## src/watchdog_pkg.sv

```systemverilog
// constants and types shared by the watchdog timer unit
package watchdog_pkg;
  localparam int CLK_PERIOD_NS  = 8;
  localparam int RC_FREQ_HZ     = 23000;
  localparam int RC_PERIOD_NS   = 1000000000 / RC_FREQ_HZ;
  localparam int RC_TICK_CYCLES = RC_PERIOD_NS / CLK_PERIOD_NS;

  localparam int ADDR_W      = 10;
  localparam int COUNT_W     = 8;
  localparam int DIV_W       = 4;
  localparam int PRESCALE_W  = 15;
  localparam int RC_CNT_W    = 16;
  localparam int CAUSE_EVT_W = 5;

  localparam logic [7:0] RESET_CAUSE_IDX  = 8'ha1;
  localparam logic [7:0] CONTROL_IDX      = 8'hb6;
  localparam logic [7:0] REFRESH_KEY_IDX  = 8'hb7;
  localparam logic [7:0] TIMED_KEY_IDX    = 8'hf7;
  localparam logic [7:0] IRQ_REQ_TWO_IDX  = 8'h97;

  localparam int CTRL_ACTION_BIT = 6;
  localparam int CTRL_ENABLE_BIT = 5;
  localparam int CTRL_DIV_LSB    = 0;
  localparam int CAUSE_DOG_BIT   = 3;
  localparam int IRQ_DOG_BIT     = 1;
  localparam int FUSE_BIT        = 7;

  localparam logic [7:0] CONTROL_RESET = 8'h04;
  localparam logic [7:0] CAUSE_RESET   = 8'h00;
  localparam logic [7:0] CAUSE_MASK    = 8'h1f;
  localparam logic [7:0] REFRESH_KEY   = 8'h55;
  localparam logic [7:0] KEY_FIRST     = 8'h55;
  localparam logic [7:0] KEY_SECOND    = 8'haa;
  localparam logic [7:0] KEY_THIRD     = 8'h5a;
  localparam logic [7:0] COUNT_MAX     = 8'hff;

  localparam logic [1:0] RESP_OKAY   = 2'b00;
  localparam logic [1:0] RESP_SLVERR = 2'b10;

  typedef struct packed {
    logic             action;
    logic             enable;
    logic [DIV_W-1:0] divSel;
  } ctrl_t;

  typedef enum logic [1:0] {
    KEY_IDLE = 2'b00,
    KEY_GOT1 = 2'b01,
    KEY_GOT2 = 2'b10,
    KEY_OPEN = 2'b11
  } key_state_t;
endpackage

```

## src/watchdog_timer_unit.sv

```systemverilog
// watchdog timer unit with AXI4-Lite register access
//
// Our own choice: the AXI4-Lite interface to the registers.
`timescale 1ns/100ps
module watchdog_timer_unit #(
  parameter int RC_CYCLES = watchdog_pkg::RC_TICK_CYCLES
) (
  input  wire logic                                ref_clk,
  input  wire logic                                reset,
  input  wire logic                                ce,
  input  wire logic [7:0]                          optionByteThree,
  input  wire logic                                chipResetIn,
  input  wire logic [watchdog_pkg::CAUSE_EVT_W-1:0] causeEvents,
  input  wire logic [watchdog_pkg::ADDR_W-1:0]      s_axi_awaddr,
  input  wire logic                                s_axi_awvalid,
  output logic                                     s_axi_awready,
  input  wire logic [31:0]                         s_axi_wdata,
  input  wire logic [3:0]                          s_axi_wstrb,
  input  wire logic                                s_axi_wvalid,
  output logic                                     s_axi_wready,
  output logic [1:0]                               s_axi_bresp,
  output logic                                     s_axi_bvalid,
  input  wire logic                                s_axi_bready,
  input  wire logic [watchdog_pkg::ADDR_W-1:0]      s_axi_araddr,
  input  wire logic                                s_axi_arvalid,
  output logic                                     s_axi_arready,
  output logic [31:0]                              s_axi_rdata,
  output logic [1:0]                               s_axi_rresp,
  output logic                                     s_axi_rvalid,
  input  wire logic                                s_axi_rready,
  output logic                                     chipResetReq,
  output logic                                     dogIrq,
  output logic                                     dogRunning
);
  logic                              awReady_r;
  logic                              awHeld_r;
  logic [watchdog_pkg::ADDR_W-1:0]   awAddr_r;
  logic                              wReady_r;
  logic                              wHeld_r;
  logic [7:0]                        wByte_r;
  logic                              wLane_r;
  logic                              bValid_r;
  logic [1:0]                        bResp_r;
  logic                              arReady_r;
  logic                              rValid_r;
  logic [7:0]                        rByte_r;
  logic [1:0]                        rResp_r;

  watchdog_pkg::ctrl_t               ctrl_r;
  logic [watchdog_pkg::COUNT_W-1:0]  count_r;
  logic [7:0]                        cause_r;
  logic                              irqFlag_r;
  logic                              chipResetReq_r;

  logic                              writeCommit;
  logic [7:0]                        writeIdx;
  logic                              writeLive;
  logic                              ctrlWrite;
  logic                              keyWrite;
  logic                              refresh;
  logic                              unlocked;
  logic                              dogActive;
  logic                              divTick;
  logic                              overflow;
  logic                              overflowReset;
  logic                              overflowIrq;
  logic                              prescaleRestart;
  logic [7:0]                        causeSet;
  logic [7:0]                        causeKeep;

  function automatic logic [7:0] regIdx(input logic [watchdog_pkg::ADDR_W-1:0] addr);
    regIdx = addr[watchdog_pkg::ADDR_W-1:2];
  endfunction

  function automatic logic isMapped(input logic [7:0] idx);
    isMapped = (idx == watchdog_pkg::RESET_CAUSE_IDX) || (idx == watchdog_pkg::CONTROL_IDX) ||
               (idx == watchdog_pkg::REFRESH_KEY_IDX) || (idx == watchdog_pkg::TIMED_KEY_IDX) ||
               (idx == watchdog_pkg::IRQ_REQ_TWO_IDX);
  endfunction

  function automatic logic [7:0] ctrlByte(input watchdog_pkg::ctrl_t c);
    ctrlByte = 8'h00;
    ctrlByte[watchdog_pkg::CTRL_ACTION_BIT] = c.action;
    ctrlByte[watchdog_pkg::CTRL_ENABLE_BIT] = c.enable;
    ctrlByte[watchdog_pkg::CTRL_DIV_LSB +: watchdog_pkg::DIV_W] = c.divSel;
  endfunction

  // write channel: address and data taken in either order
  assign writeCommit = awHeld_r && wHeld_r && !bValid_r;
  assign writeIdx    = regIdx(awAddr_r);
  assign writeLive   = writeCommit && wLane_r;
  assign ctrlWrite   = writeLive && (writeIdx == watchdog_pkg::CONTROL_IDX) && unlocked;
  assign keyWrite    = writeLive && (writeIdx == watchdog_pkg::TIMED_KEY_IDX);
  assign refresh     = writeLive && (writeIdx == watchdog_pkg::REFRESH_KEY_IDX) &&
                       (wByte_r == watchdog_pkg::REFRESH_KEY);

  always_ff @(posedge ref_clk or posedge reset)
    if (reset)
    begin
      awReady_r <= 1'b1;
      awHeld_r  <= 1'b0;
      awAddr_r  <= 10'h000;
    end
    else if (ce)
    begin
      if (s_axi_awvalid && awReady_r)
      begin
        awReady_r <= 1'b0;
        awHeld_r  <= 1'b1;
        awAddr_r  <= s_axi_awaddr;
      end
      else if (writeCommit)
        awHeld_r <= 1'b0;
      else if (bValid_r && s_axi_bready)
        awReady_r <= 1'b1;
    end

  always_ff @(posedge ref_clk or posedge reset)
    if (reset)
    begin
      wReady_r <= 1'b1;
      wHeld_r  <= 1'b0;
      wByte_r  <= 8'h00;
      wLane_r  <= 1'b0;
    end
    else if (ce)
    begin
      if (s_axi_wvalid && wReady_r)
      begin
        wReady_r <= 1'b0;
        wHeld_r  <= 1'b1;
        wByte_r  <= s_axi_wdata[7:0];
        wLane_r  <= s_axi_wstrb[0];
      end
      else if (writeCommit)
        wHeld_r <= 1'b0;
      else if (bValid_r && s_axi_bready)
        wReady_r <= 1'b1;
    end

  always_ff @(posedge ref_clk or posedge reset)
    if (reset)
    begin
      bValid_r <= 1'b0;
      bResp_r  <= watchdog_pkg::RESP_OKAY;
    end
    else if (ce)
    begin
      if (writeCommit)
      begin
        bValid_r <= 1'b1;
        bResp_r  <= isMapped(writeIdx) ? watchdog_pkg::RESP_OKAY : watchdog_pkg::RESP_SLVERR;
      end
      else if (s_axi_bready)
        bValid_r <= 1'b0;
    end

  // read channel: one read at a time, data one cycle after address
  always_ff @(posedge ref_clk or posedge reset)
    if (reset)
    begin
      arReady_r <= 1'b1;
      rValid_r  <= 1'b0;
      rByte_r   <= 8'h00;
      rResp_r   <= watchdog_pkg::RESP_OKAY;
    end
    else if (ce)
    begin
      if (s_axi_arvalid && arReady_r)
      begin
        arReady_r <= 1'b0;
        rValid_r  <= 1'b1;
        rResp_r   <= isMapped(regIdx(s_axi_araddr)) ? watchdog_pkg::RESP_OKAY : watchdog_pkg::RESP_SLVERR;
        case (regIdx(s_axi_araddr))
          watchdog_pkg::RESET_CAUSE_IDX: rByte_r <= cause_r;
          watchdog_pkg::CONTROL_IDX:     rByte_r <= ctrlByte(ctrl_r);
          watchdog_pkg::IRQ_REQ_TWO_IDX: rByte_r <= {6'h00, irqFlag_r, 1'b0};
          default:                       rByte_r <= 8'h00;
        endcase
      end
      else if (rValid_r && s_axi_rready)
      begin
        rValid_r  <= 1'b0;
        arReady_r <= 1'b1;
      end
    end

  dog_key_unlock keyUnlock (
    .ref_clk   (ref_clk),
    .reset     (reset),
    .ce        (ce),
    .keyWrite  (keyWrite),
    .keyByte   (wByte_r),
    .ctrlWrite (ctrlWrite),
    .unlocked  (unlocked)
  );

  // counting and time-out
  assign dogActive       = ctrl_r.enable && !optionByteThree[watchdog_pkg::FUSE_BIT];
  assign overflow        = dogActive && divTick && (count_r == watchdog_pkg::COUNT_MAX);
  assign overflowReset   = overflow && !ctrl_r.action;
  assign overflowIrq     = overflow && ctrl_r.action;
  assign prescaleRestart = refresh || !dogActive || chipResetIn;

  dog_prescaler #(
    .RC_CYCLES (RC_CYCLES)
  ) prescaler (
    .ref_clk (ref_clk),
    .reset   (reset),
    .ce      (ce),
    .restart (prescaleRestart),
    .divSel  (ctrl_r.divSel),
    .divTick (divTick)
  );

  always_ff @(posedge ref_clk or posedge reset)
    if (reset)
      count_r <= 8'h00;
    else if (ce)
    begin
      if (chipResetIn || !dogActive || refresh)
        count_r <= 8'h00;
      else if (divTick)
        count_r <= count_r + 8'h01;
    end

  always_ff @(posedge ref_clk or posedge reset)
    if (reset)
      ctrl_r <= '{action: watchdog_pkg::CONTROL_RESET[watchdog_pkg::CTRL_ACTION_BIT],
                  enable: watchdog_pkg::CONTROL_RESET[watchdog_pkg::CTRL_ENABLE_BIT],
                  divSel: watchdog_pkg::CONTROL_RESET[watchdog_pkg::CTRL_DIV_LSB +: watchdog_pkg::DIV_W]};
    else if (ce)
    begin
      if (chipResetIn || overflowReset)
        ctrl_r.enable <= 1'b0;
      else if (ctrlWrite)
      begin
        ctrl_r.action <= wByte_r[watchdog_pkg::CTRL_ACTION_BIT];
        ctrl_r.divSel <= wByte_r[watchdog_pkg::CTRL_DIV_LSB +: watchdog_pkg::DIV_W];
        // a running watchdog keeps its enable set
        ctrl_r.enable <= wByte_r[watchdog_pkg::CTRL_ENABLE_BIT] || dogActive;
      end
    end

  // reset cause flags: hardware set wins over software clear
  assign causeSet  = {3'h0, causeEvents} | (8'(overflowReset) << watchdog_pkg::CAUSE_DOG_BIT);
  assign causeKeep = (writeLive && writeIdx == watchdog_pkg::RESET_CAUSE_IDX) ? wByte_r : 8'hff;

  always_ff @(posedge ref_clk or posedge reset)
    if (reset)
      cause_r <= watchdog_pkg::CAUSE_RESET;
    else if (ce)
      cause_r <= ((cause_r & causeKeep) | causeSet) & watchdog_pkg::CAUSE_MASK;

  always_ff @(posedge ref_clk or posedge reset)
    if (reset)
      irqFlag_r <= 1'b0;
    else if (ce)
    begin
      if (overflowIrq)
        irqFlag_r <= 1'b1;
      else if (writeLive && writeIdx == watchdog_pkg::IRQ_REQ_TWO_IDX && !wByte_r[watchdog_pkg::IRQ_DOG_BIT])
        irqFlag_r <= 1'b0;
    end

  // reset request pulse, registered one cycle after the overflow
  always_ff @(posedge ref_clk or posedge reset)
    if (reset)
      chipResetReq_r <= 1'b0;
    else if (ce)
      chipResetReq_r <= overflowReset;

  assign s_axi_awready = awReady_r;
  assign s_axi_wready  = wReady_r;
  assign s_axi_bvalid  = bValid_r;
  assign s_axi_bresp   = bResp_r;
  assign s_axi_arready = arReady_r;
  assign s_axi_rvalid  = rValid_r;
  assign s_axi_rdata   = {24'h000000, rByte_r};
  assign s_axi_rresp   = rResp_r;
  assign chipResetReq  = chipResetReq_r;
  assign dogIrq        = irqFlag_r;
  assign dogRunning    = ctrl_r.enable;

  count_advance_a : assert property (@(posedge ref_clk) disable iff (reset)
    (ce && dogActive && divTick && !refresh && !chipResetIn && count_r != watchdog_pkg::COUNT_MAX)
    |=> (count_r == $past(count_r) + 8'h01))
    else $error("counter did not advance on a divided tick");

  refresh_clear_a : assert property (@(posedge ref_clk) disable iff (reset)
    (ce && refresh) |=> (count_r == 8'h00))
    else $error("refresh key did not clear the counter");

  overflow_reset_a : assert property (@(posedge ref_clk) disable iff (reset)
    (ce && overflowReset) |=> (chipResetReq_r && cause_r[watchdog_pkg::CAUSE_DOG_BIT] && !ctrl_r.enable))
    else $error("overflow in reset mode missed request, flag or enable clear");

  overflow_irq_a : assert property (@(posedge ref_clk) disable iff (reset)
    (ce && overflowIrq) |=> (irqFlag_r && !chipResetReq_r && count_r == 8'h00))
    else $error("overflow in interrupt mode handled wrongly");

  fuse_hold_a : assert property (@(posedge ref_clk) disable iff (reset)
    (ce && optionByteThree[watchdog_pkg::FUSE_BIT]) |=> (count_r == 8'h00 && !chipResetReq_r))
    else $error("watchdog counted while the fuse holds it off");

  ctrl_locked_a : assert property (@(posedge ref_clk) disable iff (reset)
    (ce && writeLive && writeIdx == watchdog_pkg::CONTROL_IDX && !unlocked && !chipResetIn && !overflowReset)
    |=> $stable(ctrl_r))
    else $error("control register changed without the key sequence");

  no_halt_a : assert property (@(posedge ref_clk) disable iff (reset)
    (ce && dogActive && !overflowReset && !chipResetIn) |=> ctrl_r.enable)
    else $error("running watchdog was halted");

  reset_pulse_a : assert property (@(posedge ref_clk) disable iff (reset)
    (ce && chipResetReq_r) |=> !chipResetReq_r)
    else $error("reset request longer than one cycle");

  flag_sticky_a : assert property (@(posedge ref_clk) disable iff (reset)
    (cause_r[watchdog_pkg::CAUSE_DOG_BIT] && !(writeLive && writeIdx == watchdog_pkg::RESET_CAUSE_IDX))
    |=> cause_r[watchdog_pkg::CAUSE_DOG_BIT])
    else $error("watchdog reset flag lost without a software clear");

  bresp_hold_a : assert property (@(posedge ref_clk) disable iff (reset)
    (bValid_r && !s_axi_bready) |=> bValid_r)
    else $error("write response dropped before it was taken");

  enable_clear_a : assert property (@(posedge ref_clk) disable iff (reset)
    (ce && chipResetIn) |=> !ctrl_r.enable)
    else $error("chip reset left the watchdog enabled");
endmodule // watchdog_timer_unit

```

## src/dog_prescaler.sv

```systemverilog
// slow oscillator tick and power-of-two divider for the watchdog
`timescale 1ns/100ps
module dog_prescaler #(
  parameter int RC_CYCLES = watchdog_pkg::RC_TICK_CYCLES
) (
  input  wire logic                          ref_clk,
  input  wire logic                          reset,
  input  wire logic                          ce,
  input  wire logic                          restart,
  input  wire logic [watchdog_pkg::DIV_W-1:0] divSel,
  output logic                               divTick
);
  logic [watchdog_pkg::RC_CNT_W-1:0]   rcCnt_r;
  logic [watchdog_pkg::PRESCALE_W-1:0] pre_r;
  logic                                rcTick;

  function automatic logic [watchdog_pkg::PRESCALE_W-1:0] divMask(input logic [watchdog_pkg::DIV_W-1:0] sel);
    logic [watchdog_pkg::RC_CNT_W-1:0] one;
    one     = 16'h0001 << sel;
    divMask = 15'(one - 16'h0001);
  endfunction

  assign rcTick = (rcCnt_r == 16'(RC_CYCLES - 1));

  // free running oscillator stand-in, never restarted
  always_ff @(posedge ref_clk or posedge reset)
    if (reset)
      rcCnt_r <= 16'h0000;
    else if (ce)
      rcCnt_r <= rcTick ? 16'h0000 : rcCnt_r + 16'h0001;

  always_ff @(posedge ref_clk or posedge reset)
    if (reset)
      pre_r <= 15'h0000;
    else if (ce)
    begin
      if (restart)
        pre_r <= 15'h0000;
      else if (rcTick)
        pre_r <= pre_r + 15'h0001;
    end

  // one divided tick every two to the divSel oscillator ticks
  always_ff @(posedge ref_clk or posedge reset)
    if (reset)
      divTick <= 1'b0;
    else if (ce)
      divTick <= !restart && rcTick && ((pre_r & divMask(divSel)) == divMask(divSel));

  tick_spacing_a : assert property (@(posedge ref_clk) disable iff (reset)
    (ce && rcTick) |=> !rcTick)
    else $error("oscillator tick repeated on consecutive cycles");
endmodule // dog_prescaler

```

## src/dog_key_unlock.sv

```systemverilog
// timed-access key sequence that opens one control write
`timescale 1ns/100ps
module dog_key_unlock (
  input  wire logic       ref_clk,
  input  wire logic       reset,
  input  wire logic       ce,
  input  wire logic       keyWrite,
  input  wire logic [7:0] keyByte,
  input  wire logic       ctrlWrite,
  output logic            unlocked
);
  watchdog_pkg::key_state_t state_r;
  watchdog_pkg::key_state_t state_nxt;

  always_comb
  begin
    state_nxt = state_r;
    case (state_r)
      watchdog_pkg::KEY_IDLE,
      watchdog_pkg::KEY_OPEN:
        if (state_r == watchdog_pkg::KEY_OPEN && ctrlWrite)
          state_nxt = watchdog_pkg::KEY_IDLE;
        else if (keyWrite)
          state_nxt = (keyByte == watchdog_pkg::KEY_FIRST) ? watchdog_pkg::KEY_GOT1 : watchdog_pkg::KEY_IDLE;
      watchdog_pkg::KEY_GOT1:
        if (keyWrite)
        begin
          if (keyByte == watchdog_pkg::KEY_SECOND)
            state_nxt = watchdog_pkg::KEY_GOT2;
          else
            state_nxt = (keyByte == watchdog_pkg::KEY_FIRST) ? watchdog_pkg::KEY_GOT1 : watchdog_pkg::KEY_IDLE;
        end
      watchdog_pkg::KEY_GOT2:
        if (keyWrite)
        begin
          if (keyByte == watchdog_pkg::KEY_THIRD)
            state_nxt = watchdog_pkg::KEY_OPEN;
          else
            state_nxt = (keyByte == watchdog_pkg::KEY_FIRST) ? watchdog_pkg::KEY_GOT1 : watchdog_pkg::KEY_IDLE;
        end
      default:
        state_nxt = watchdog_pkg::KEY_IDLE;
    endcase
  end

  always_ff @(posedge ref_clk or posedge reset)
    if (reset)
      state_r <= watchdog_pkg::KEY_IDLE;
    else if (ce)
      state_r <= state_nxt;

  assign unlocked = (state_r == watchdog_pkg::KEY_OPEN);

  key_open_a : assert property (@(posedge ref_clk) disable iff (reset)
    (ce && keyWrite && keyByte == watchdog_pkg::KEY_THIRD && state_r == watchdog_pkg::KEY_GOT2) |=> unlocked)
    else $error("key sequence did not open the control register");
endmodule // dog_key_unlock

```

## config.mk

```make
export PLATFORM = sky130hd
export DESIGN_NAME = watchdog_timer_unit
export DESIGN_NICKNAME = d
export VERILOG_FILES = /design/src/watchdog_pkg.sv /design/src/watchdog_timer_unit.sv /design/src/dog_prescaler.sv /design/src/dog_key_unlock.sv
export SDC_FILE = /design/constraint.sdc
export NUM_CORES = 1
export LEC_CHECK = 0
export BUFFER_PORTS_ARGS = -buffer_cell sky130_fd_sc_hd__buf_4
export CORE_MARGIN = 2
export CORE_UTILIZATION = 41
export CTS_CLUSTER_SIZE = 16
export DETAILED_ROUTE_END_ITERATION = 7
export PLACE_DENSITY_LB_ADDON = 0.05
export SYNTH_ARGS = -nofsm -noshare
export SYNTH_HDL_FRONTEND = slang
export SYNTH_SLANG_ARGS = --single-unit
```

## constraint.sdc

```tcl
create_clock -name ref_clk -period 3.4 [get_ports ref_clk]
set_input_delay 0.34 -clock ref_clk [delete_from_list [all_inputs] [get_ports ref_clk]]
set_output_delay 0.34 -clock ref_clk [all_outputs]
set_load 0.02 [all_outputs]
```

==> results of run 1 <==
==> power by group <==
part / internal [mW] / switching (mW) / total (mW)
Sequential: 1.09 / 0.0457 / 1.13
Clock: 0.666 / 0.434 / 1.10
Combinational: 0.0905 / 0.137 / 0.228
==> flip-flops by register name, summed over array words and instances, names as in the netlist, 5 cells and up <==
signal / count
count_r: 8
awAddr_r: 8
prescaler.pre_r: 15
cause_r: 5
rByte_r: 7
prescaler.rcCnt_r: 16
wByte_r: 8
ctrl_r: 5
==> through the flow <==
stage	std cells	hold slack, ns	setup slack, ns	power, mW	util, %
after CTS	704	0.0442	0.675	2.48	49.5
final	704	0.0280	0.649	2.46	49.5
after global routing	704	0.0758	0.329	2.56	49.5
after floorplan	528	0.413	0.788	1.33	-
after detailed placement	688	0.418	0.698	1.38	46.6
after global placement	688	0.407	0.702	1.37	46.6
==> final timing paths <==
path,from,to,slack [ns],cells past startpoint
max,ctrl_r[0]$_DFFE_PP0P_,prescaler.divTick$_DFFE_PP0P_,0.65,7
min,reset,prescaler.rcCnt_r[5]$_DFFE_PP0P_,0.03,2
max reg2reg,ctrl_r[0]$_DFFE_PP0P_,prescaler.divTick$_DFFE_PP0P_,0.65,7
min reg2reg,prescaler.rcCnt_r[15]$_DFFE_PP0P_,prescaler.rcCnt_r[15]$_DFFE_PP0P_,0.47,1
max in group asynchronous,reset,s_axi_arready$_DFFE_PP1P_,2.63,3
min in group ref_clk,s_axi_arvalid,s_axi_arready$_DFFE_PP1P_,0.16,2
==> layout make-up <==
| class | instances | area (um2) |
|---|---|---|
| clock inverters | 6 | 91.3 |
| inverters | 16 | 61.3 |
| clock buffers | 10 | 239 |
| repair buffers | 61 | 470 |
| fillers | 1094 | 5820 |
| multi-input cells | 380 | 2450 |
| well taps | 143 | 179 |
| flip-flops and latches | 88 | 2210 |
==> metal layers <==
layer | GRT usage (%) | up-vias | wire length (um)
met1 | 25.5 | 1893 | 5280
met5 | 0 | - | 0
met4 | 4.47 | 0 | 110
met3 | 5.41 | 7 | 553
met2 | 28.7 | 100 | 5150
li1 | - | 1870 | -
==> placed cells by master (no fill, tap or decap), types with 15 or more instances in the layout <==
cell type	instances
sky130_fd_sc_hd__inv_1	15
sky130_fd_sc_hd__conb_1	27
sky130_fd_sc_hd__nor2_1	39
sky130_fd_sc_hd__mux2_2	27
sky130_fd_sc_hd__nand3_1	21
sky130_fd_sc_hd__dfrtp_1	84
sky130_fd_sc_hd__o21ai_0	28
sky130_fd_sc_hd__nand2_1	44
sky130_fd_sc_hd__buf_4	60
==> logic make-up (layout without fill, tap and decap cells) <==
logic type               count (synthesis)  in the layout  synth area share [%]
XOR/XNOR                                21             21                  3.76
buffers and inverters                   60             93                  6.85
multiplexers                            29             29                  6.62
AND/OR/NAND/NOR                        193            193                  21.5
flip-flops                              88             88                  45.1
AO/OA/AOI/OAI                          101            101                  13.8
other                                    1             27                0.0766
adder cells (fa/ha/maj)                  9              9                  2.30
==> impl_metrics.xml, run 1 <==
<?xml version="1.0" encoding="UTF-8"?>
<metrics>
  <group name="critical_path">
    <metric name="cp-start-kind" unit="">flop</metric>
    <metric name="timing_worst_setup_path_type" unit="">reg -&gt; reg</metric>
    <metric name="cpMaxStageDelayCell" unit="">sky130_fd_sc_hd__dfrtp_1</metric>
    <metric name="cp_slowest_stage_delay" unit="ns">0.54</metric>
    <metric name="critical_path.max_fanout" unit="">14</metric>
    <metric name="worst-endpoint-arrival" unit="ns">2.99</metric>
    <metric name="worst-endpoint-required" unit="ns">3.64</metric>
    <metric name="crit_path_end_kind" unit="">flop</metric>
    <metric name="worstPathCellList" unit="">or4_1 -&gt; ha_1 -&gt; nor3b_1 -&gt; a22oi_1 -&gt; o311ai_0 -&gt; nor4_1 -&gt; a41o_1</metric>
    <metric name="critical-path-top-delay-family" unit="">simple AND/OR/NAND/NOR gates</metric>
    <metric name="path_buf_inv" unit="">0</metric>
  </group>
  <group name="pwr">
    <metric name="total_leakage_power" unit="nW">2.61</metric>
    <metric name="power_density_over_the_cells" unit="mW/mm2">432</metric>
    <metric name="max-vdd-ir-drop" unit="V">0.000364</metric>
  </group>
  <group name="sta">
    <metric name="setup_viol" unit="">0</metric>
    <metric name="final_max_slew_viol_count" unit="">0</metric>
    <metric name="rsz0062_at_grt" unit="">false</metric>
    <metric name="maxSlewHeadroom" unit="%">34.6</metric>
    <metric name="max_clock_freq" unit="MHz">363</metric>
    <metric name="post-route-period-util" unit="%">80.9</metric>
    <metric name="worst_slew_pin_slew" unit="ns">0.972</metric>
    <metric name="finalCriticalPeriod" unit="ns">2.75</metric>
    <metric name="final.setup.tns" unit="ns">0</metric>
    <metric name="worst_clock_skew" unit="ns">0.00596</metric>
    <metric name="final_hold_violations" unit="">0</metric>
  </group>
  <group name="drt">
    <metric name="drt_iter0_markers" unit="">275</metric>
    <metric name="number_of_iterations_in_the_first_detailed_routing_pass" unit="">8</metric>
    <metric name="route.detailed.wl_per_inst" unit="um">15.8</metric>
    <metric name="via_count_normalized_by_instance_count" unit="">5.50</metric>
    <metric name="post_route_antenna_net_violation_count" unit="">0</metric>
    <metric name="wl" unit="um">11100</metric>
    <metric name="route.vias.total" unit="">3870</metric>
    <metric name="route.detailed.drc" unit="">6</metric>
  </group>
  <group name="clocking">
    <metric name="clock_tree.buffer_depth" unit="">2</metric>
    <metric name="postCtsResizedCells" unit="">0</metric>
    <metric name="cts.htree.levels" unit="">3</metric>
    <metric name="clkTransAtPathRegs" unit="ns">0.07</metric>
    <metric name="ctsRootBufferMaster" unit="">sky130_fd_sc_hd__clkbuf_16</metric>
    <metric name="cts.sinks" unit="">88</metric>
    <metric name="clk-insertion-delay-late" unit="ns">0.35</metric>
    <metric name="numCtsBuffers" unit="">9</metric>
    <metric name="ctsHoldBuffers" unit="">0</metric>
    <metric name="tritoncts" unit="">yes</metric>
    <metric name="postCtsSetupBuffers" unit="">0</metric>
  </group>
  <group name="floorplanning">
    <metric name="overall_die_area" unit="mm2">0.0128</metric>
    <metric name="core-area" unit="mm2">0.0115</metric>
    <metric name="floorplan.initialDensity" unit="%">42.5</metric>
    <metric name="ioPinCount" unit="">122</metric>
    <metric name="row_count" unit="">39</metric>
    <metric name="chipHeight" unit="um">113</metric>
    <metric name="die_x" unit="um">113</metric>
  </group>
  <group name="synthesis">
    <metric name="netlist_instances" unit="">502</metric>
    <metric name="synth.distinct_cells" unit="">61</metric>
    <metric name="synth_largest_type_area_fraction" unit="%">43.0</metric>
    <metric name="synth-edff-count" unit="">0</metric>
    <metric name="post-synth-top-count-cell" unit="">sky130_fd_sc_hd__dfrtp_1</metric>
    <metric name="post_synth_most_frequent_cells" unit="">sky130_fd_sc_hd__dfrtp_1, sky130_fd_sc_hd__nand2_1, sky130_fd_sc_hd__nor2_1</metric>
    <metric name="postSynth.asyncResetShare" unit="%">100</metric>
    <metric name="ys_seq_area_share" unit="%">45.1</metric>
    <metric name="synth_area_leader_cell" unit="">sky130_fd_sc_hd__dfrtp_1</metric>
    <metric name="postSynthAreaPerCell" unit="um2">9.75</metric>
    <metric name="syn-cell-area" unit="mm2">0.00489</metric>
    <metric name="synth.yosys.warnings" unit="">0</metric>
    <metric name="synth_top_flop_cell" unit="">sky130_fd_sc_hd__dfrtp_1</metric>
    <metric name="synth.ff_latch_count" unit="">88</metric>
    <metric name="ys_top_cells_by_area" unit="">sky130_fd_sc_hd__dfrtp_1, sky130_fd_sc_hd__mux2_2, sky130_fd_sc_hd__buf_4, sky130_fd_sc_hd__nand2_1, sky130_fd_sc_hd__nor2_1</metric>
  </group>
  <group name="status">
    <metric name="failed_checks" unit="">design-rule violations</metric>
    <metric name="status" unit="">complete, but fails checks</metric>
  </group>
  <group name="final_layout">
    <metric name="syn_to_final_growth" unit="%">16.4</metric>
    <metric name="layout-drive-gt1-share" unit="%">20.9</metric>
    <metric name="post-route-cell-area" unit="mm2">0.00570</metric>
    <metric name="nNetsFinal" unit="">643</metric>
    <metric name="diodes" unit="">0</metric>
  </group>
  <group name="place">
    <metric name="detailedPlacementHpwl" unit="um">7830</metric>
    <metric name="placed_area" unit="mm2">0.00537</metric>
    <metric name="gp_congestion" unit="">0.859</metric>
    <metric name="io_buffers" unit="">56</metric>
  </group>
  <group name="global_route">
    <metric name="grt_pass1_vias" unit="">3690</metric>
    <metric name="grt.total_usage" unit="%">18.5</metric>
    <metric name="grt_pass1_wl" unit="um">19000</metric>
    <metric name="number_of_antenna_violations_at_the_first_check_in_global_routing" unit="">0</metric>
    <metric name="grt_max_degree" unit="">60</metric>
    <metric name="gr-total-overflow" unit="">0</metric>
  </group>
  <group name="run">
    <metric name="cap_violations" unit="">0</metric>
  </group>
  <group name="worst_hold_path">
    <metric name="min_path_type" unit="">in -&gt; async</metric>
  </group>
</metrics>
No activity file was read; power rests on OpenSTA's default activity.
==> run 2, diff against run 1 <==
--- a/config.mk
+++ b/config.mk
@@ -5,6 +5,7 @@
 export SDC_FILE = /design/constraint.sdc
 export NUM_CORES = 1
 export LEC_CHECK = 0
+export ABC_AREA = 1
 export BUFFER_PORTS_ARGS = -buffer_cell sky130_fd_sc_hd__buf_4
 export CORE_MARGIN = 2
 export CORE_UTILIZATION = 41
==> constraint.sdc (replaced) <==
create_clock -name ref_clk -period 2.5 [get_ports ref_clk]
set_input_delay 0.25 -clock ref_clk [delete_from_list [all_inputs] [get_ports ref_clk]]
set_output_delay 0.25 -clock ref_clk [all_outputs]
set_load 0.02 [all_outputs]
==> impl_metrics.xml, run 2 <==
<?xml version="1.0" encoding="UTF-8"?>
<metrics>
  <group name="global_route">
    <metric name="gr-total-overflow" unit="">0</metric>
    <metric name="grt_pass1_vias" unit="">4458</metric>
    <metric name="grt_pass1_wl" unit="um">20700</metric>
    <metric name="number_of_antenna_violations_at_the_first_check_in_global_routing" unit="">0</metric>
    <metric name="grt.total_usage" unit="%">18.3</metric>
    <metric name="grt_max_degree" unit="">45</metric>
  </group>
  <group name="synthesis">
    <metric name="netlist_instances" unit="">718</metric>
    <metric name="synth_area_leader_cell" unit="">sky130_fd_sc_hd__dfrtp_1</metric>
    <metric name="synth-edff-count" unit="">0</metric>
    <metric name="syn-cell-area" unit="mm2">0.00532</metric>
    <metric name="ys_seq_area_share" unit="%">41.5</metric>
    <metric name="synth.distinct_cells" unit="">44</metric>
    <metric name="synth_largest_type_area_fraction" unit="%">39.5</metric>
    <metric name="ys_top_cells_by_area" unit="">sky130_fd_sc_hd__dfrtp_1, sky130_fd_sc_hd__nand2_1, sky130_fd_sc_hd__nor2_1, sky130_fd_sc_hd__inv_1, sky130_fd_sc_hd__nand3_1</metric>
    <metric name="postSynthAreaPerCell" unit="um2">7.40</metric>
    <metric name="post-synth-top-count-cell" unit="">sky130_fd_sc_hd__nand2_1</metric>
    <metric name="postSynth.asyncResetShare" unit="%">100</metric>
    <metric name="post_synth_most_frequent_cells" unit="">sky130_fd_sc_hd__nand2_1, sky130_fd_sc_hd__dfrtp_1, sky130_fd_sc_hd__nor2_1</metric>
    <metric name="synth.yosys.warnings" unit="">0</metric>
    <metric name="synth.ff_latch_count" unit="">88</metric>
    <metric name="synth_top_flop_cell" unit="">sky130_fd_sc_hd__dfrtp_1</metric>
  </group>
  <group name="critical_path">
    <metric name="reg2reg_from" unit="">ctrl_r[1]$_DFFE_PP0P_</metric>
    <metric name="worst-endpoint-required" unit="ns">2.74</metric>
    <metric name="timing.reg2reg.setup_slack" unit="ns">0.57</metric>
    <metric name="reg2reg_depth" unit="">9</metric>
    <metric name="reg2reg_to" unit="">prescaler.divTick$_DFFE_PP0P_</metric>
    <metric name="timing_worst_setup_path_type" unit="">reg -&gt; reg</metric>
    <metric name="cp-start-kind" unit="">flop</metric>
    <metric name="worst-endpoint-arrival" unit="ns">2.17</metric>
    <metric name="worstSetupStartpoint" unit="">ctrl_r[1]$_DFFE_PP0P_</metric>
    <metric name="critical_path.max_fanout" unit="">9</metric>
    <metric name="crit_path_end_kind" unit="">flop</metric>
    <metric name="setup.worst_path.end" unit="">prescaler.divTick$_DFFE_PP0P_</metric>
  </group>
  <group name="pwr">
    <metric name="total_leakage_power" unit="nW">2.96</metric>
    <metric name="max-vdd-ir-drop" unit="V">0.000426</metric>
    <metric name="power_density_over_the_cells" unit="mW/mm2">683</metric>
  </group>
  <group name="drt">
    <metric name="number_of_iterations_in_the_first_detailed_routing_pass" unit="">4</metric>
    <metric name="route.vias.total" unit="">4582</metric>
    <metric name="route.detailed.drc" unit="">0</metric>
    <metric name="drt_iter0_markers" unit="">258</metric>
    <metric name="route.detailed.wl_per_inst" unit="um">12.5</metric>
    <metric name="wl" unit="um">12000</metric>
    <metric name="via_count_normalized_by_instance_count" unit="">4.79</metric>
    <metric name="post_route_antenna_net_violation_count" unit="">0</metric>
  </group>
  <group name="clocking">
    <metric name="clkTransAtPathRegs" unit="ns">0.06</metric>
    <metric name="clock_tree.buffer_depth" unit="">2</metric>
    <metric name="tritoncts" unit="">yes</metric>
    <metric name="cts.htree.levels" unit="">3</metric>
    <metric name="cts.sinks" unit="">88</metric>
    <metric name="numCtsBuffers" unit="">9</metric>
    <metric name="postCtsSetupBuffers" unit="">0</metric>
    <metric name="postCtsResizedCells" unit="">0</metric>
    <metric name="ctsHoldBuffers" unit="">1</metric>
    <metric name="ctsRootBufferMaster" unit="">sky130_fd_sc_hd__clkbuf_16</metric>
    <metric name="clk-insertion-delay-late" unit="ns">0.34</metric>
  </group>
  <group name="sta">
    <metric name="worst_slew_pin_slew" unit="ns">0.582</metric>
    <metric name="final.setup.tns" unit="ns">0</metric>
    <metric name="setup_viol" unit="">0</metric>
    <metric name="final_hold_violations" unit="">0</metric>
    <metric name="post-route-period-util" unit="%">77.4</metric>
    <metric name="final_max_slew_viol_count" unit="">0</metric>
    <metric name="worst_clock_skew" unit="ns">0.00834</metric>
    <metric name="rsz0062_at_grt" unit="">false</metric>
    <metric name="max_clock_freq" unit="MHz">517</metric>
    <metric name="maxSlewHeadroom" unit="%">60.8</metric>
    <metric name="finalCriticalPeriod" unit="ns">1.93</metric>
    <metric name="hold_ws" unit="ns">0.0987</metric>
  </group>
  <group name="final_layout">
    <metric name="post-route-cell-area" unit="mm2">0.00612</metric>
    <metric name="nNetsFinal" unit="">867</metric>
    <metric name="reg.largest.list" unit="">prescaler.rcCnt_r (16), prescaler.pre_r (15)</metric>
    <metric name="mostFrequentLayoutCells" unit="">sky130_fd_sc_hd__nand2_1, sky130_fd_sc_hd__nor2_1, sky130_fd_sc_hd__dfrtp_1</metric>
    <metric name="diodes" unit="">0</metric>
    <metric name="syn_to_final_growth" unit="%">15.1</metric>
    <metric name="layout-drive-gt1-share" unit="%">15.5</metric>
    <metric name="flip_flop_count_of_the_largest_register_after_layout" unit="">16</metric>
    <metric name="top_register" unit="">prescaler.rcCnt_r</metric>
    <metric name="most_frequent_standard_cell_in_the_layout_excluding_fill_and_tap_cells" unit="">sky130_fd_sc_hd__nand2_1</metric>
  </group>
  <group name="status">
    <metric name="status" unit="">finished, final reports clean</metric>
  </group>
  <group name="run">
    <metric name="cap_violations" unit="">0</metric>
  </group>
  <group name="floorplanning">
    <metric name="core-area" unit="mm2">0.0126</metric>
    <metric name="chipHeight" unit="um">118</metric>
    <metric name="floorplan.initialDensity" unit="%">42.1</metric>
    <metric name="die_x" unit="um">118</metric>
    <metric name="ioPinCount" unit="">122</metric>
    <metric name="row_count" unit="">41</metric>
    <metric name="overall_die_area" unit="mm2">0.0139</metric>
  </group>
  <group name="worst_hold_path">
    <metric name="min_path_type" unit="">in -&gt; reg</metric>
  </group>
  <group name="place">
    <metric name="gp_congestion" unit="">0.843</metric>
    <metric name="placed_area" unit="mm2">0.00585</metric>
    <metric name="detailedPlacementHpwl" unit="um">9290</metric>
    <metric name="io_buffers" unit="">56</metric>
  </group>
</metrics>
## run 2: cell count changes after synthesis, sizes merged, moves of 11 or more
cell	before	now
inv	16	91
mux2	27	4
nand2	44	200
o21ai	29	45
nand3	21	59
nor2	40	95
nor2b	11	0
## run 2: logic make-up (layout without fill, tap and decap cells)
group           Yosys count  after routing  synth area share [%]
mux                       4              4                 0.847
fa+ha+maj                 9              9                  2.12
compound gates           73             73                  7.56
simple gates            396            396                  33.6
buf+inv                 129            170                  11.4
other cells               1             27                0.0705
xor+xnor                 18             18                  2.97
flops                    88             88                  41.5
## run 2: final cells by class
class / count / area [um2]
inverter: 92 / 352
sequential: 88 / 2210
multi-input combinational: 527 / 2600
fill: 1332 / 6500
tap: 172 / 215
clock buffer: 15 / 258
clock inverter: 1 / 5.00
timing repair buffer: 62 / 480
## run 2: report_power, final
| group | leakage [nW] | switching [mW] | total, mW | internal [mW] |
|---|---|---|---|---|
| Clock | 0.128 | 0.521 | 1.22 | 0.701 |
| Combinational | 1.74 | 0.599 | 0.982 | 0.383 |
| Sequential | 1.08 | 0.253 | 1.97 | 1.72 |
## run 2: how the worst min path moves through the flow
stage	from	end	slack, ns	cells past startpoint
6_report	s_axi_wdata[7]	wByte_r[7]$_DFFE_PP0P_	0.1	3
5_1_grt	s_axi_wdata[5]	wByte_r[5]$_DFFE_PP0P_	0.12	3
4_1_cts	s_axi_wdata[7]	wByte_r[7]$_DFFE_PP0P_	0.09	3
3_5_place_dp	reset	awAddr_r[8]$_DFFE_PP0P_	0.34	2
3_3_place_gp	reset	awAddr_r[8]$_DFFE_PP0P_	0.34	2
2_1_floorplan	s_axi_wdata[7]	wByte_r[7]$_DFFE_PP0P_	0.36	2
## run 2: per-stage QoR
| stage | power [mW] | utilization, % | instances | worst slack, ns |
|---|---|---|---|---|
| floorplan | 2.67 | - | 744 | 0.794 |
| global placement | 2.97 | 46.3 | 940 | 0.608 |
| CTS | 4.25 | 48.5 | 957 | 0.567 |
| detailed placement | 2.99 | 46.3 | 940 | 0.563 |
| finish | 4.18 | 48.5 | 957 | 0.565 |
| global route | 4.47 | 48.5 | 957 | 0.327 |
## run 2: metal layers
layer  wire [um]  global-route usage [%]  up-vias
met5           0                       0        -
met4         274                    7.68        0
met3         502                    3.54       17
met2        5470                    29.0       79
met1        5750                    24.4     2114
li1            -                       -     2372
## run 2: worst max-delay path, stage by stage, from the launching register on
cell,delay [ns]
sky130_fd_sc_hd__dfrtp_1,0.49
sky130_fd_sc_hd__nor2_2,0.29
sky130_fd_sc_hd__nand2_1,0.10
sky130_fd_sc_hd__ha_1,0.30
sky130_fd_sc_hd__nand2_1,0.19
sky130_fd_sc_hd__nor2_1,0.06
sky130_fd_sc_hd__nor3b_1,0.17
sky130_fd_sc_hd__nor2_1,0.08
sky130_fd_sc_hd__nand3_1,0.10
sky130_fd_sc_hd__nand2_1,0.05
==> run 3, diff against run 2 <==
==> constraint.sdc (replaced) <==
create_clock -name ref_clk -period 1.9 [get_ports ref_clk]
set_input_delay 0.19 -clock ref_clk [delete_from_list [all_inputs] [get_ports ref_clk]]
set_output_delay 0.19 -clock ref_clk [all_outputs]
set_load 0.02 [all_outputs]
==> impl_metrics.xml, run 3 (synthesis gave the netlist of run 2 again) <==
<?xml version="1.0" encoding="UTF-8"?>
<metrics>
  <group name="status">
    <metric name="status" unit="">finished, final reports clean</metric>
  </group>
  <group name="final_layout">
    <metric name="top_register" unit="">prescaler.rcCnt_r</metric>
    <metric name="diodes" unit="">0</metric>
    <metric name="layout-drive-gt1-share" unit="%">17.3</metric>
    <metric name="reg.largest.list" unit="">prescaler.rcCnt_r (16), prescaler.pre_r (15)</metric>
    <metric name="syn_to_final_growth" unit="%">17.8</metric>
    <metric name="fillCellCount" unit="">1292</metric>
    <metric name="regArea" unit="mm2">0.00221</metric>
    <metric name="flip_flop_count_of_the_largest_register_after_layout" unit="">16</metric>
    <metric name="nNetsFinal" unit="">875</metric>
    <metric name="most_frequent_standard_cell_in_the_layout_excluding_fill_and_tap_cells" unit="">sky130_fd_sc_hd__nand2_1</metric>
    <metric name="combined_area_of_the_multi_input_logic_cells" unit="mm2">0.00261</metric>
    <metric name="mostFrequentLayoutCells" unit="">sky130_fd_sc_hd__nand2_1, sky130_fd_sc_hd__nor2_1, sky130_fd_sc_hd__dfrtp_1</metric>
  </group>
  <group name="clocking">
    <metric name="cts.sinks" unit="">88</metric>
    <metric name="ctsRootBufferMaster" unit="">sky130_fd_sc_hd__clkbuf_16</metric>
    <metric name="tritoncts" unit="">yes</metric>
    <metric name="cts.htree.levels" unit="">3</metric>
    <metric name="numCtsBuffers" unit="">9</metric>
    <metric name="clkTransAtPathRegs" unit="ns">0.06</metric>
    <metric name="clock_tree.buffer_depth" unit="">2</metric>
    <metric name="clk-insertion-delay-late" unit="ns">0.35</metric>
  </group>
  <group name="sta">
    <metric name="setup_viol" unit="">0</metric>
    <metric name="final.setup.tns" unit="ns">0</metric>
    <metric name="post-route-period-util" unit="%">89.6</metric>
    <metric name="max_clock_freq" unit="MHz">587</metric>
    <metric name="layout_setup_ws" unit="ns">0.197</metric>
    <metric name="worst_clock_skew" unit="ns">0.0115</metric>
    <metric name="final_hold_violations" unit="">0</metric>
    <metric name="final_max_slew_viol_count" unit="">0</metric>
    <metric name="finalCriticalPeriod" unit="ns">1.70</metric>
    <metric name="rsz0062_at_grt" unit="">false</metric>
  </group>
  <group name="worst_hold_path">
    <metric name="min_path_type" unit="">in -&gt; reg</metric>
  </group>
  <group name="global_route">
    <metric name="gr-total-overflow" unit="">0</metric>
    <metric name="number_of_antenna_violations_at_the_first_check_in_global_routing" unit="">0</metric>
    <metric name="grt_pass1_wl" unit="um">21500</metric>
    <metric name="grt_pass1_vias" unit="">4581</metric>
    <metric name="grt.total_usage" unit="%">19.0</metric>
    <metric name="grt_max_degree" unit="">53</metric>
  </group>
  <group name="floorplanning">
    <metric name="chipHeight" unit="um">118</metric>
    <metric name="core-area" unit="mm2">0.0126</metric>
    <metric name="overall_die_area" unit="mm2">0.0139</metric>
    <metric name="floorplan.initialDensity" unit="%">42.1</metric>
    <metric name="ioPinCount" unit="">122</metric>
    <metric name="die_x" unit="um">118</metric>
    <metric name="row_count" unit="">41</metric>
  </group>
  <group name="drt">
    <metric name="wl" unit="um">12400</metric>
    <metric name="route.detailed.wl_per_inst" unit="um">12.8</metric>
    <metric name="number_of_iterations_in_the_first_detailed_routing_pass" unit="">4</metric>
    <metric name="drt_iter0_markers" unit="">245</metric>
    <metric name="route.vias.total" unit="">4619</metric>
    <metric name="via_count_normalized_by_instance_count" unit="">4.79</metric>
    <metric name="route.detailed.drc" unit="">0</metric>
    <metric name="post_route_antenna_net_violation_count" unit="">0</metric>
  </group>
  <group name="place">
    <metric name="detailedPlacementHpwl" unit="um">9490</metric>
    <metric name="dp_worst_setup_slack" unit="ns">0.110</metric>
    <metric name="io_buffers" unit="">56</metric>
    <metric name="gp_congestion" unit="">0.849</metric>
  </group>
  <group name="critical_path">
    <metric name="timing_worst_setup_path_type" unit="">reg -&gt; reg</metric>
    <metric name="worst-endpoint-required" unit="ns">2.17</metric>
    <metric name="cp-start-kind" unit="">flop</metric>
    <metric name="crit_path_end_kind" unit="">flop</metric>
    <metric name="worst-endpoint-arrival" unit="ns">1.97</metric>
    <metric name="critical_path.max_fanout" unit="">8</metric>
  </group>
  <group name="pwr">
    <metric name="total_leakage_power" unit="nW">3.03</metric>
    <metric name="max-vdd-ir-drop" unit="V">0.000562</metric>
    <metric name="power_density_over_the_cells" unit="mW/mm2">936</metric>
  </group>
  <group name="run">
    <metric name="cap_violations" unit="">0</metric>
  </group>
</metrics>
## run 3: changes by cell type in the layout (fill, tap and decap cells not counted), moves of 2 or more
| cell | previous run | this run |
|---|---|---|
| sky130_fd_sc_hd__o21ai_0 | 37 | 35 |
| sky130_fd_sc_hd__dfrtp_2 | 0 | 2 |
| sky130_fd_sc_hd__clkbuf_1 | 5 | 2 |
| sky130_fd_sc_hd__buf_4 | 60 | 67 |
| sky130_fd_sc_hd__dfrtp_1 | 84 | 82 |
| sky130_fd_sc_hd__o21ai_1 | 6 | 8 |
| sky130_fd_sc_hd__bufinv_16 | 0 | 2 |
## run 3: final timing paths
check                                                 startpoint                             end  slack, ns  cells after the start
worst max-delay path            prescaler.rcCnt_r[1]$_DFFE_PP0P_  prescaler.pre_r[8]$_DFFE_PP0P_       0.20                     10
worst min-delay path                              causeEvents[4]          cause_r[4]$_DFFE_PP0P_       0.05                      3
min in group asynchronous                                  reset         awAddr_r[8]$_DFFE_PP0P_       0.31                      3
max in group asynchronous                                  reset       s_axi_awready$_DFFE_PP1P_       1.04                      4
worst max register to register  prescaler.rcCnt_r[1]$_DFFE_PP0P_  prescaler.pre_r[8]$_DFFE_PP0P_       0.20                     10
worst min register to register          s_axi_wready$_DFFE_PP1P_        s_axi_wready$_DFFE_PP1P_       0.48                      2
## run 3: routing by layer
layer  vias up  GRT usage, %  routed length, um
met5         -             0                  0
met2        88          31.1               5760
met1      2143          24.8               5880
met4         0          9.26                279
met3        16          2.71                466
li1       2372             -                  -
## run 3: metrics by stage
stage          instances  instance area [um2]  total power [mW]  hold slack, ns  utilization [%]
5_1_grt              965                 6260              6.26          0.0548             49.6
2_1_floorplan        744                 5420              3.52           0.300                -
3_5_place_dp         948                 5920              3.95           0.120             46.9
3_3_place_gp         948                 5920              3.91           0.120             46.9
6_report             965                 6260              5.86          0.0450             49.6
4_1_cts              965                 6250              5.94          0.0359             49.6
## run 3: power by group
part	switching [mW]	total [mW]	leakage [nW]	internal (mW)
registers	0.337	2.60	1.08	2.26
logic	0.797	1.31	1.79	0.512
clock network	0.733	1.96	0.160	1.22
## run 3: layout make-up
class	count	area share [%]
Multi-Input combinational cell	527	41.6
Sequential cell	88	35.3
Timing Repair Buffer	70	8.83
Inverter	92	5.61
Clock buffer	13	4.16
Tap cell	172	3.44
Clock inverter	3	1.04
## run 3: timing repair
action / 4_1_cts / 5_1_grt
setup endpoints to repair: 0 / 1
gates resized for setup: 0 / 6
hold buffers: 1 / 0
endpoints found under the hold margin: 34 / 0
setup buffers: 0 / 0
## run 3: critical path, cell delays in order, from the launching register on
cell and delay, ns:
sky130_fd_sc_hd__dfrtp_1 0.41, sky130_fd_sc_hd__inv_1 0.07, sky130_fd_sc_hd__ha_1 0.13, sky130_fd_sc_hd__nand2_1 0.07, sky130_fd_sc_hd__nor2_1 0.10, sky130_fd_sc_hd__nand2_1 0.09
sky130_fd_sc_hd__nor2_4 0.28, sky130_fd_sc_hd__nand3_2 0.17, sky130_fd_sc_hd__inv_2 0.15, sky130_fd_sc_hd__nand3_1 0.08, sky130_fd_sc_hd__o21ai_1 0.08
